File: config.mk
export PLATFORM = sky130hd
export DESIGN_NAME = sccc_unit
export DESIGN_NICKNAME = d
export VERILOG_FILES = /design/src/design/sccc_pkg.sv /design/src/design/sccc_unit.sv
export SDC_FILE = /design/constraint.sdc
export NUM_CORES = 1
export LEC_CHECK = 0
export BUFFER_PORTS_ARGS = -buffer_cell sky130_fd_sc_hd__buf_2
export CORE_MARGIN = 2
export CORE_UTILIZATION = 65
export CTS_CLUSTER_SIZE = 12
export DETAILED_ROUTE_END_ITERATION = 6
export PLACE_DENSITY = 0.88
export SETUP_SLACK_MARGIN = 0.02
export SLEW_MARGIN = 10
export SYNTH_ARGS = -nofsm -noshare
export SYNTH_HDL_FRONTEND = slang
export SYNTH_SLANG_ARGS = --single-unit
File: constraint.sdc
create_clock -name clk -period 4.9 [get_ports clk]
set_input_delay 0.98 -clock clk [delete_from_list [all_inputs] [get_ports clk]]
set_output_delay 0.98 -clock clk [all_outputs]
set_load 0.05 [all_outputs]
File: src/design/sccc_pkg.sv
// constants for the six-channel capture/compare unit
package sccc_pkg;
    // ********************************
    // register indices (byte address = 4 * index)
    // ********************************
    localparam logic [5:0] MAIN_CTRL_IDX = 6'h20;
    localparam logic [5:0] RSVD_IDX      = 6'h21;
    localparam logic [5:0] CNT_HI_IDX    = 6'h22;
    localparam logic [5:0] CNT_LO_IDX    = 6'h23;
    localparam logic [5:0] MOD_HI_IDX    = 6'h24;
    localparam logic [5:0] MOD_LO_IDX    = 6'h25;
    localparam logic [5:0] CH0_CTRL_IDX  = 6'h26;
    localparam logic [5:0] CH_STRIDE     = 6'h03;
    localparam logic [5:0] CH_HI_OFS     = 6'h01;
    localparam logic [5:0] CH_LO_OFS     = 6'h02;
    localparam logic [5:0] LAST_IDX      = 6'h37;
    // ********************************
    // main control bit positions
    // ********************************
    localparam int OVF_FLAG_BIT = 7;
    localparam int OVF_IE_BIT   = 6;
    localparam int HALT_BIT     = 5;
    localparam int CRST_BIT     = 4;
    // ********************************
    // channel control bit positions
    // ********************************
    localparam int CH_FLAG_BIT = 7;
    localparam int CH_IE_BIT   = 6;
    localparam int CH_LINK_BIT = 5;
    localparam int CH_MODE_BIT = 4;
    localparam int CH_ELS_HI   = 3;
    localparam int CH_ELS_LO   = 2;
    localparam int CH_TOV_BIT  = 1;
    localparam int CH_MAX_BIT  = 0;
    // ********************************
    // encodings and reset values
    // ********************************
    localparam logic [2:0]  PS_EXT_CLK  = 3'h7;
    localparam logic [1:0]  ELS_NONE    = 2'h0;
    localparam logic [1:0]  ELS_RISE    = 2'h1;
    localparam logic [1:0]  ELS_FALL    = 2'h2;
    localparam logic [1:0]  ELS_BOTH    = 2'h3;
    localparam logic [1:0]  OC_TOGGLE   = 2'h1;
    localparam logic [1:0]  OC_CLEAR    = 2'h2;
    localparam logic [1:0]  OC_SET      = 2'h3;
    localparam logic [15:0] MOD_RESET   = 16'hffff;
    localparam logic        HALT_RESET  = 1'h1;
    localparam logic [5:0]  PRE_ALL1    = 6'h3f;
    localparam int          SYNC_STAGES = 3;
endpackage : sccc_pkg

File: src/design/sccc_unit.sv
// capture/compare unit: counter, prescaler, channels and APB slave
`timescale 1ns/1ns
`default_nettype none

// Functional notes
// - 16-bit counter, free-running or modulo, shared base.
// - modulo limit comes from high/low modulo registers.
// - counter reads never disturb counting.
// - six channels, each capture or compare.
// - seven prescaled rates or external pin, 3-bit select.
// - pin edge latches counter into channel value.
// - two select bits choose the capture edge.
// - captured value reflects synchroniser delay, up to three more.
// - capture happens whether flag set or clear.
// - capture sets flag, interrupt request if enabled.
// - new capture overwrites an unread old one.
// - reset leaves channel value registers unchanged.
// - compare match sets, clears or toggles pin.
// - rewrite past counter misses compare that period.
// - link bit pairs channels, even pin driven.
// - even value first; last-written set takes over at overflow.
// - linked: even control only, odd pin free.
// - halt and counter-reset bits in main control.
module sccc_unit
    import sccc_pkg::*;
#(
    parameter int NCH = 6
) (
    input  wire logic             clk,
    input  wire logic             sys_rst,
    input  wire logic             psel,
    input  wire logic             penable,
    input  wire logic             pwrite,
    input  wire logic [7:0]       paddr,
    input  wire logic [31:0]      pwdata,
    output logic [31:0]           prdata,
    output logic                  pready,
    output logic                  pslverr,
    input  wire logic             external_count_clock_pin,
    input  wire logic [NCH-1:0]   channel_pin_i,
    output logic [NCH-1:0]        channel_pin_o,
    output logic [NCH-1:0]        channel_pin_oe,
    output logic                  cpu_irq_req
);
    localparam int NP = NCH / 2;

    // ********************************
    // state
    // ********************************
    typedef struct packed {
        logic [5:0]                    pre;
        logic [15:0]                   cnt;
        logic [15:0]                   modv;
        logic                          tof;
        logic                          toie;
        logic                          halt;
        logic [2:0]                    ps;
        logic [SYNC_STAGES-1:0]        ext_sy;
        logic                          ext_f;
        logic [NCH-1:0][15:0]          chv;
        logic [NCH-1:0]                cf;
        logic [NCH-1:0]                cie;
        logic [NCH-1:0]                mb;
        logic [NCH-1:0]                ma;
        logic [NCH-1:0][1:0]           els;
        logic [NCH-1:0]                tov;
        logic [NCH-1:0]                cmax;
        logic [NCH-1:0][SYNC_STAGES-1:0] pin_sy;
        logic [NCH-1:0]                pin_f;
        logic [NCH-1:0]                pin_o;
        logic [NP-1:0]                 act;
        logic [NP-1:0]                 pend;
        logic [31:0]                   rdata;
    } sccc_state_t;

    sccc_state_t st_r;
    sccc_state_t st_nxt;

    if (NCH < 2 || NCH > 6 || (NCH % 2) != 0) begin : g_bad_nch
        $error("sccc_unit: NCH must be 2, 4 or 6");
    end

    // ********************************
    // bus decode
    // ********************************
    logic [5:0] idx;
    logic       mapped;
    logic       setup;
    logic       wr;
    assign idx    = paddr[7:2];
    assign mapped = (paddr[1:0] == 2'h0) && (idx >= MAIN_CTRL_IDX)
                    && (idx <= MAIN_CTRL_IDX + 6'(5 + 3 * NCH));
    assign setup  = psel && !penable;
    assign wr     = psel && penable && pwrite && mapped;
    // zero wait states: read data is captured in the setup cycle
    assign pready  = 1'b1;
    assign pslverr = psel && penable && !mapped;
    assign prdata  = st_r.rdata;

    // ********************************
    // next state
    // ********************************
    always_comb begin
        logic [5:0]  lmask;
        logic        tick;
        logic        step;
        logic        wrap;
        logic        ovf;
        logic [15:0] cnt_n;
        logic [5:0]  cidx;
        logic        link;
        logic        odd;
        logic        oc;
        logic        ic;
        logic        rise;
        logic        fall;
        logic        hit;
        logic        cap;
        logic [15:0] cmpv;
        logic [7:0]  rb;
        int          p;
        lmask = 6'h00;
        tick  = 1'b0;
        step  = 1'b0;
        wrap  = 1'b0;
        ovf   = 1'b0;
        cnt_n = 16'h0000;
        cidx  = 6'h00;
        link  = 1'b0;
        odd   = 1'b0;
        oc    = 1'b0;
        ic    = 1'b0;
        rise  = 1'b0;
        fall  = 1'b0;
        hit   = 1'b0;
        cap   = 1'b0;
        cmpv  = 16'h0000;
        rb    = 8'h00;
        p     = 0;
        st_nxt = st_r;

        // pin synchronisers: a change counts once stages 2 and 3 agree
        st_nxt.ext_sy = {st_r.ext_sy[SYNC_STAGES-2:0], external_count_clock_pin};
        if (st_r.ext_sy[1] == st_r.ext_sy[2]) begin
            st_nxt.ext_f = st_r.ext_sy[2];
        end
        for (int i = 0; i < NCH; i++) begin
            st_nxt.pin_sy[i] = {st_r.pin_sy[i][SYNC_STAGES-2:0], channel_pin_i[i]};
            if (st_r.pin_sy[i][1] == st_r.pin_sy[i][2]) begin
                st_nxt.pin_f[i] = st_r.pin_sy[i][2];
            end
        end

        // prescaler and counter
        st_nxt.pre = st_r.pre + 6'h01;
        lmask = ~(PRE_ALL1 << st_r.ps);
        if (st_r.ps == PS_EXT_CLK) begin
            tick = st_nxt.ext_f && !st_r.ext_f;
        end else begin
            tick = (st_r.pre & lmask) == lmask;
        end
        step  = tick && !st_r.halt;
        wrap  = st_r.cnt == st_r.modv;
        ovf   = step && wrap;
        cnt_n = wrap ? 16'h0000 : st_r.cnt + 16'h0001;
        if (step) begin
            st_nxt.cnt = cnt_n;
        end

        // register writes; hardware sets below win over clears
        if (wr) begin
            case (idx)
                MAIN_CTRL_IDX: begin
                    if (!pwdata[OVF_FLAG_BIT]) begin
                        st_nxt.tof = 1'b0;
                    end
                    st_nxt.toie = pwdata[OVF_IE_BIT];
                    st_nxt.halt = pwdata[HALT_BIT];
                    st_nxt.ps   = pwdata[2:0];
                    if (pwdata[CRST_BIT]) begin
                        st_nxt.cnt = 16'h0000;
                        st_nxt.pre = 6'h00;
                    end
                end
                MOD_HI_IDX: st_nxt.modv[15:8] = pwdata[7:0];
                MOD_LO_IDX: st_nxt.modv[7:0]  = pwdata[7:0];
                default: ;
            endcase
            for (int i = 0; i < NCH; i++) begin
                cidx = CH0_CTRL_IDX + 6'(3 * i);
                if (idx == cidx) begin
                    if (!pwdata[CH_FLAG_BIT]) begin
                        st_nxt.cf[i] = 1'b0;
                    end
                    st_nxt.cie[i]  = pwdata[CH_IE_BIT];
                    st_nxt.mb[i]   = (i % 2 == 0) ? pwdata[CH_LINK_BIT] : 1'b0;
                    st_nxt.ma[i]   = pwdata[CH_MODE_BIT];
                    st_nxt.els[i]  = pwdata[CH_ELS_HI:CH_ELS_LO];
                    st_nxt.tov[i]  = pwdata[CH_TOV_BIT];
                    st_nxt.cmax[i] = pwdata[CH_MAX_BIT];
                end
                if (idx == cidx + CH_HI_OFS || idx == cidx + CH_LO_OFS) begin
                    if (idx == cidx + CH_HI_OFS) begin
                        st_nxt.chv[i][15:8] = pwdata[7:0];
                    end else begin
                        st_nxt.chv[i][7:0] = pwdata[7:0];
                    end
                    st_nxt.pend[i/2] = (i % 2 == 1);
                end
            end
        end

        // overflow flag and buffered pair handover
        if (ovf) begin
            st_nxt.tof = 1'b1;
        end
        for (int q = 0; q < NP; q++) begin
            if (!st_r.mb[2*q]) begin
                st_nxt.act[q] = 1'b0;
            end else if (ovf) begin
                st_nxt.act[q] = st_nxt.pend[q];
            end
        end

        // channels
        for (int i = 0; i < NCH; i++) begin
            p    = i / 2;
            link = st_r.mb[2*p];
            odd  = (i % 2) == 1;
            oc   = !(link && odd) && (link || st_r.ma[i]);
            ic   = !(link && odd) && !oc && (st_r.els[i] != ELS_NONE);
            rise = st_nxt.pin_f[i] && !st_r.pin_f[i];
            fall = !st_nxt.pin_f[i] && st_r.pin_f[i];
            cmpv = (link && st_r.act[p]) ? st_r.chv[2*p+1] : st_r.chv[i];
            // edge is seen three clocks late, so the count has moved on by up to three
            cap  = ic && (((st_r.els[i] == ELS_RISE) && rise)
                       || ((st_r.els[i] == ELS_FALL) && fall)
                       || ((st_r.els[i] == ELS_BOTH) && (rise || fall)));
            // a value already passed is not matched until the next lap
            hit  = oc && step && (cnt_n == cmpv);
            if (cap) begin
                st_nxt.chv[i] = st_r.cnt;
            end
            if (cap || hit) begin
                st_nxt.cf[i] = 1'b1;
            end
            if (hit) begin
                case (st_r.els[i])
                    OC_TOGGLE: st_nxt.pin_o[i] = !st_r.pin_o[i];
                    OC_CLEAR:  st_nxt.pin_o[i] = 1'b0;
                    OC_SET:    st_nxt.pin_o[i] = 1'b1;
                    default: ;
                endcase
            end
            if (oc && ovf && st_r.tov[i]) begin
                st_nxt.pin_o[i] = !st_nxt.pin_o[i];
            end
        end

        // read data, taken in the setup cycle
        if (setup && !pwrite && mapped) begin
            rb = 8'h00;
            case (idx)
                MAIN_CTRL_IDX: rb = {st_r.tof, st_r.toie, st_r.halt, 2'h0, st_r.ps};
                CNT_HI_IDX:    rb = st_r.cnt[15:8];
                CNT_LO_IDX:    rb = st_r.cnt[7:0];
                MOD_HI_IDX:    rb = st_r.modv[15:8];
                MOD_LO_IDX:    rb = st_r.modv[7:0];
                default: ;
            endcase
            for (int i = 0; i < NCH; i++) begin
                cidx = CH0_CTRL_IDX + 6'(3 * i);
                if (idx == cidx) begin
                    rb = {st_r.cf[i], st_r.cie[i], st_r.mb[i], st_r.ma[i],
                          st_r.els[i], st_r.tov[i], st_r.cmax[i]};
                end
                if (idx == cidx + CH_HI_OFS) begin
                    rb = st_r.chv[i][15:8];
                end
                if (idx == cidx + CH_LO_OFS) begin
                    rb = st_r.chv[i][7:0];
                end
            end
            st_nxt.rdata = {24'h000000, rb};
        end

        // synchronous reset; channel values keep their contents
        if (sys_rst) begin
            st_nxt        = '0;
            st_nxt.modv   = MOD_RESET;
            st_nxt.halt   = HALT_RESET;
            st_nxt.chv    = st_r.chv;
        end
    end

    always_ff @(posedge clk) begin
        st_r <= st_nxt;
    end

    // ********************************
    // pins and interrupt request
    // ********************************
    always_comb begin
        logic any;
        any = st_r.tof && st_r.toie;
        for (int i = 0; i < NCH; i++) begin
            channel_pin_oe[i] = !(st_r.mb[i - i % 2] && (i % 2 == 1))
                && (st_r.mb[i - i % 2] || st_r.ma[i])
                && (st_r.els[i] != ELS_NONE);
            if (!(st_r.mb[i - i % 2] && (i % 2 == 1)) && st_r.cf[i] && st_r.cie[i]) begin
                any = 1'b1;
            end
        end
        cpu_irq_req = any;
    end
    assign channel_pin_o = st_r.pin_o;

endmodule : sccc_unit

`default_nettype wire
==> summary.txt, run 1 <==
Yosys
  • Number of synthesized flops with an enable pin: 96
  • Mapped Cells: ~1800
  • Top-area cell type share of the netlist area: a little under a fifth
  • Async set-reset flop share out of synthesis: 0%
  • Mapped Area: around 15000 sq um
  • Sequential-to-total area share from yosys stat: a little under two fifths
  • Warnings from Yosys: 0
  • Largest area contributor in the netlist: edfxtp_1
  • Synth Flop Type: dfxtp_1
  • Count of cell types in the netlist: just under 90
  • Syn avg cell area: 8.39 sq um
  • Number of synthesized register bits: around 230
  • Synth top area cells: edfxtp_1 19%, dfxtp_1 18%, mux2i_1 7.7%, nand2_1 4.9%, nor2_1 4.8%

Detailed routing
  • Mean routed wirelength per cell: ~28 microns
  • Starting DRT DRC Count: between 2000 and 2500
  • Antenna Nets Post-Route: 0
  • Residual DRC: 0
  • Drt pass-1 iters: 6
  • Drt via density: 7.14
  • Total Routed Length: between 50 and 60 mm
  • Vias post-DR: 15100

Job
  • Max-Cap Viols: 0

Clock network
  • Post-cts sizing count: 0
  • Clock Tree Root: clkbuf_16
  • Clk sinks: around 230
  • Cts hold-fix bufs: 0
  • Worst skew pair latency: ~550 ps
  • Clock-pin slew on the worst setup and hold paths: approximately 60 ps
  • # H-tree levels: 1
  • Clock buffer depth: 3
  • TritonCTS Buffers: 26
  • Post-CTS repair timing setup buffer count: 0
  • CTS tree: built

Timing
  • Fmax: roughly 240 MHz
  • Max-slew headroom: 12.8%
  • RSZ-0062 raised after global routing: false
  • Worst-Margin Slew: about 1300 ps
  • Fin crit share: 85.5%
  • Setup TNS: 0 ps
  • Max Slew Vio Count: 0
  • Min cycle time layout: about 4200 ps
  • Clock skew: 12.5 ps
  • Final Hold Viols: 0
  • Hold slack: between 400 and 500 ps
  • Endpoints failing setup: 0

Critical path
  • Kind of critical path: reg -> reg
  • CP required: ~5300 ps
  • CP Max Fanout: 25
  • CP arrival: ~4600 ps
  • Critical Path End Type: flop
  • Crit start category: flop

Place
  • GPL Wtd Cong: 1.12
  • Area after DPL: around 16000 sq um
  • Port Buffers: 49
  • DP HPWL: 42.0 mm

Hold path
  • HP Class: reg -> reg

Cells and area
  • Leading cell type in the layout, fill and taps excluded: nand2_1
  • Final #Nets: about 1900
  • Diode count: 0
  • Fillers: approximately 1700
  • Area grow syn2layout: 8.84%
  • Multi-input logic area: roughly 8700 sq um
  • Finished Cell Area: roughly 16000 sq um
  • Post-layout util: around 72%
  • Share of cells above drive strength 1: between 10% and 20%
  • Register area: ~5600 sq um
  • Commonest non-fill, non-tap cells in the layout: 197 x nand2_1, 193 x nor2_1, 137 x dfxtp_1

Power and ir drop
  • VDD IR-drop max: 0.319 mV
  • Static Leak: approximately 6.4 nW
  • Cell Pwr Density: 259 nW/um^2

Global routing
  • First-pass GRT wire length: 86.0 mm
  • Largest net degree at the start of global routing: 71
  • GRT Total Usage: about 48%
  • GRT Residual Overflow: 0
  • Vias in the first global route: between 10000 and 15000
  • Initial antenna violation count: 1

Floorplan
  • Initial Utilization: approximately 67%
  • Die height: between 150 and 200 microns
  • Die area: 24500 sq um
  • Core Region: between 20000 and 25000 sq um
  • Die Width: between 150 and 200 microns
  • I/O Pins: 99
  • FP Rows: 55

Status
  • Outcome: finished, final reports clean
[critical path, stage by stage, from the launching register on]
cell	delay, ps
dfxtp_1	790
xor2_1	140
nor4_1	380
and4_2	720
buf_4	260
a21oi_1	50
o32ai_1	450
nand4_1	200
or4_1	650
nor2_1	200
or4_1	120
nand4_1	70
[synth_stat cells, types with 5 or more instances]
cell and instances:
o2111ai_1 6, o32ai_1 16, and3_1 5, xor2_1 31, o21a_1 6, dfxtp_1 137, nor4_1 14, nand4_1 17
buf_1 15, edfxtp_1 96, a32oi_1 5, nand2b_1 14, a31oi_1 29, o31ai_1 6, mux2i_1 117, nor3_1 53
nand2_1 197, a22oi_1 15, buf_2 16, or4_1 5, and2_1 6, mux2_2 11, a21o_1 51, nor2_1 193
o21ai_0 134, clkbuf_1 91, nor4b_1 12, a211oi_1 9, o22ai_1 24, ha_1 14, buf_4 41, nor2b_1 36
xnor3_1 6, a21oi_1 124, nor3b_1 9, nand4b_1 7, xnor2_1 52, nand3_1 38, inv_1 41, or3_1 9
[flip-flops by register name (all words and copies together), names as in the netlist]
register       cells
st_r             219
prdata             8
channel_pin_o      6
[area by class of cell]
type / instances / area share (%)
clock buffer: 38 / 4.72
clock inverter: 7 / 0.448
inverter: 42 / 0.958
multi-input combinational: 1387 / 52.7
sequential: 233 / 34.2
tap: 285 / 2.17
timing repair buffer: 120 / 4.82
[kinds of logic (layout without fill, tap and decap cells)]
| group | Yosys count | in the layout | synth area share [%] |
|---|---|---|---|
| AOI/OAI and AO/OA | 482 | 482 | 20.0 |
| xor gates and xnor gates | 90 | 90 | 5.86 |
| adders and majority gates | 14 | 14 | 1.16 |
| buffers and inverters | 206 | 207 | 6.27 |
| DFF | 233 | 233 | 37.2 |
| muxes | 130 | 130 | 8.86 |
| other | 2 | 25 | 0.0497 |
| and+or+nand+nor | 646 | 646 | 20.6 |
[power breakdown]
part / internal, W / switching (W)
registers: 0.00201 / 0.00000605
clock network: 0.00115 / 0.000827
logic: 0.0000622 / 0.000199
total: 0.00322 / 0.00103
[metal layers]
layer	vias to the layer above	GRT usage, %	wire length, microns	share of wire [%]
li1	6477	-	-	-
met1	6992	59.6	20700	35
met2	1282	72.6	25200	43
met3	322	14.1	8540	14
met4	0	30.0	4740	8.0
met5	-	0	0	0
[worst paths after layout]
path,depth (start not counted),endpoint,slack (ps),from
max,11,channel_pin_o[5],710,st_r[247]
min reg2reg,1,st_r[60],440,st_r[59]
max reg2reg,11,channel_pin_o[5],710,st_r[247]
min,1,st_r[60],440,st_r[59]
[per-stage QoR]
step	std cells	setup WS, ps	total power, W
after floorplan	1826	1590	0.00225
after global placement	2067	1000	0.00231
after detailed placement	2067	946	0.00231
after CTS	2112	907	0.00423
after global routing	2112	631	0.00432
final	2112	712	0.00426
Power figures use the tool's default switching activity.
==> run 2, diff against run 1 <==
--- a/config.mk
+++ b/config.mk
@@ -5,12 +5,13 @@
 export SDC_FILE = /design/constraint.sdc
 export NUM_CORES = 1
 export LEC_CHECK = 0
+export ABC_AREA = 1
 export BUFFER_PORTS_ARGS = -buffer_cell sky130_fd_sc_hd__buf_2
 export CORE_MARGIN = 2
-export CORE_UTILIZATION = 65
+export CORE_UTILIZATION = 55
 export CTS_CLUSTER_SIZE = 12
 export DETAILED_ROUTE_END_ITERATION = 6
-export PLACE_DENSITY = 0.88
+export PLACE_DENSITY = 0.77
 export SETUP_SLACK_MARGIN = 0.02
 export SLEW_MARGIN = 10
 export SYNTH_ARGS = -nofsm -noshare
==> run 2 against run 1 <==
Fmax grew 11%. First-iteration DRC count shrank 27%. Clock skew grew 11 ps. Critical endpoint is now channel_pin_o[2]. Global-route usage shrank 7.4 points. Die area grew 12%. Synthesized cell count grew 12%. Combinational power shrank 25%. Wire length shrank 3.4%. Critical path depth grew 3. Utilization shrank 11 points.
==> summary.txt, run 2 <==
Floorplan
  • Die area: 27400 sq um (+12%)
  • Die height: 166 microns (+5.8%)
  • Die Width: 166 microns (+5.8%)
  • Initial Utilization: 55.6% (-11 points)
  • I/O Pins: 99 (unchanged)
  • FP Rows: 59 (+7.3%)
  • Core Region: 25800 sq um (+14%)

Critical path
  • Worst path cell trace: buf_4 -> inv_2 -> nand2_1 -> nand4_1 -> nor2_1 -> nand4_4 -> nand2_1 -> xor2_1 -> nand3b_1 -> nor2_1 -> nand4_1 -> nand3_1 -> nand2_1 -> nor2_1
  • CP arrival: 4250 ps (-360 ps)
  • R2R depth: 14 (+3)
  • CP max stage cell: nand2_1
  • CP Max Fanout: 17 (-32%)
  • Critical Path End Type: flop
  • CP required: 5380 ps (+50 ps)
  • Worst R2R Start: st_r[245]
  • R2R Setup Slk: 1130 ps (+420 ps)
  • Kind of critical path: reg -> reg
  • RR Endpoint: channel_pin_o[2]
  • Peak per-stage delay on the critical path: 720 ps (-70 ps)
  • Crit start category: flop

Power and ir drop
  • VDD IR-drop max: 0.371 mV (+16%)
  • Static Leak: 6.68 nW (+4.1%)
  • Cell Pwr Density: 284 nW/um^2 (+9.9%)

Cells and area
  • Max reg flops: 219 (unchanged)
  • Share of cells above drive strength 1: 8.60% (-2.9 points)
  • Leading cell type in the layout, fill and taps excluded: nand2_1
  • Final #Nets: 2115 (+13%)
  • Top reg by flops: st_r
  • Fin cells: 2405 (+14%)
  • Post-layout util: 61.1% (-11 points)
  • Area grow syn2layout: 9.86%
  • Commonest non-fill, non-tap cells in the layout: 439 x nand2_1, 286 x nor2_1, 233 x inv_1

Timing
  • Fmax: 265 MHz (+11%)
  • Max Slew Vio Count: 0 (unchanged)
  • Setup TNS: 0 ps (unchanged)
  • Fin crit share: 76.9% (-8.5 points)
  • Hold slack: 401 ps (-35.6 ps)
  • Max-slew headroom: 19.9% (+7.1 points)
  • Clock skew: 23.3 ps (+10.7 ps)
  • Final Hold Viols: 0 (unchanged)
  • Worst-Margin Slew: 1200 ps (-101 ps)
  • Min cycle time layout: 3770 ps (-419 ps)
  • RSZ-0062 raised after global routing: false
  • Worst setup slack after layout: 1130 ps (+419 ps)
  • Endpoints failing setup: 0 (unchanged)

Yosys
  • Synth Flop Type: dfxtp_1
  • Number of synthesized register bits: 233 (unchanged)
  • Syn avg cell area: 7.11 sq um (-15%)
  • Warnings from Yosys: 0 (unchanged)
  • Top cells by count, synth: 439 x nand2_1, 286 x nor2_1, 233 x inv_1
  • Synth top area cells: edfxtp_1 20%, dfxtp_1 19%, nand2_1 11%, nor2_1 7.5%, o21ai_0 7.2%
  • Mapped Cells: 2020 (+12%)
  • Most used standard cell by instance count after synthesis: nand2_1
  • Number of synthesized flops with an enable pin: 96 (unchanged)
  • Top-area cell type share of the netlist area: 20.1% (+1.0 points)
  • Largest area contributor in the netlist: edfxtp_1
  • Count of cell types in the netlist: 54 (-39%)
  • Sequential-to-total area share from yosys stat: 39.1% (+1.9 points)
  • Async set-reset flop share out of synthesis: 0% (unchanged)
  • Mapped Area: 14400 sq um (-5.0%)

Detailed routing
  • Drt via density: 6.01 (-16%)
  • Total Routed Length: 57.1 mm (-3.4%)
  • Antenna Nets Post-Route: 0 (unchanged)
  • Mean routed wirelength per cell: 23.8 microns (-15%)
  • Vias post-DR: 14400 (-4.1%)
  • Drt pass-1 iters: 6 (unchanged)
  • Residual DRC: 0 (unchanged)
  • Starting DRT DRC Count: 1802 (-27%)

Global routing
  • GRT Residual Overflow: 0 (unchanged)
  • First-pass GRT wire length: 82.4 mm (-4.2%)
  • GRT Total Usage: 40.4% (-7.4 points)
  • Vias in the first global route: 13400 (-4.1%)
  • Initial antenna violation count: 1 (unchanged)
  • Largest net degree at the start of global routing: 77 (+8.5%)

Place
  • DP HPWL: 42.8 mm (+2.0%)
  • GPL Wtd Cong: 1.11 (-0.13%)
  • Port Buffers: 49 (unchanged)
  • Pre-CTS setup slack: 1020 ps (+79.3 ps)
  • Dpl cells: 2355 (+14%)

Clock network
  • Cts hold-fix bufs: 0 (unchanged)
  • Clock-pin slew on the worst setup and hold paths: 60 ps (about the same)
  • Clk sinks: 233 (unchanged)
  • Clock Tree Root: clkbuf_16
  • Post-cts sizing count: 0 (unchanged)
  • # H-tree levels: 1 (unchanged)
  • Worst skew pair latency: 560 ps (about the same)
  • Post-CTS repair timing setup buffer count: 0 (unchanged)
  • TritonCTS Buffers: 27 (+3.8%)
  • Clock buffer depth: 3 (unchanged)
  • CTS tree: built

Hold path
  • HP Class: reg -> reg
  • Hold Path Origin: st_r[56]
  • Worst Hold Endpoint: st_r[57]
  • Hold Path Cell Cnt: 2 (+1)

Status
  • Outcome: finished, final reports clean

Job
  • Max-Cap Viols: 0 (unchanged)
==> run 2: worst max-delay path: cells and delay by family, from the launching register on <==
family,cells,cell delay [ps]
AND/OR/NAND/NOR,11,2820
XOR/XNOR,1,200
flip-flops,1,310
buffers and inverters,2,350
==> run 2: worst max-delay path by stage <==
stage	startpoint	end	slack, ps	cells past startpoint
after floorplan	paddr[7]	pslverr	1630	3
after global placement	paddr[1]	st_r[241]	1140	12
after CTS	st_r[241]	channel_pin_o[2]	1230	16
final	st_r[245]	channel_pin_o[2]	1130	14
after detailed placement	paddr[1]	st_r[242]	1020	12
after global routing	st_r[241]	channel_pin_o[2]	1000	16
==> run 2: layout make-up <==
cell class	count	area, sq um
Multi-Input combinational cell	1462	7350
Inverter	248	931
Clock inverter	7	141
Fill cell	2425	10000
Timing Repair Buffer	77	455
Antenna cell	1	2.50
Sequential cell	233	5630
Clock buffer	42	867
Tap cell	335	419
==> run 2: where the power goes <==
group,switching [W],total [W],internal (W)
Combinational,0.000160,0.000196,0.0000364
Clock,0.000846,0.00227,0.00142
Sequential,0.00000538,0.00202,0.00201
Total,0.00101,0.00449,0.00348
==> run 2: cell families after synthesis <==
family	synth area share, %
AND/OR/NAND/NOR	28.4
flip-flops	39.1
other	0.0523
buffers and inverters	10.4
adder cells (fa/ha/maj)	1.22
multiplexers	0.627
XOR/XNOR	4.20
AO/OA/AOI/OAI	15.9
==> run 2: routing by layer <==
metal	vias to the layer above	wire, microns	GRT usage, %
li1	6703	-	-
met1	6644	21200	50.7
met2	878	24800	62.9
met3	224	6450	8.20
met4	0	4720	27.3
met5	-	0	0
==> run 2: stage by stage <==
stage          area [sq um]  total power (W)
5_1_grt               15800          0.00456
3_3_place_gp          14800          0.00225
2_1_floorplan         14500          0.00220
4_1_cts               15800          0.00447
3_5_place_dp          14800          0.00225
6_report              15800          0.00449
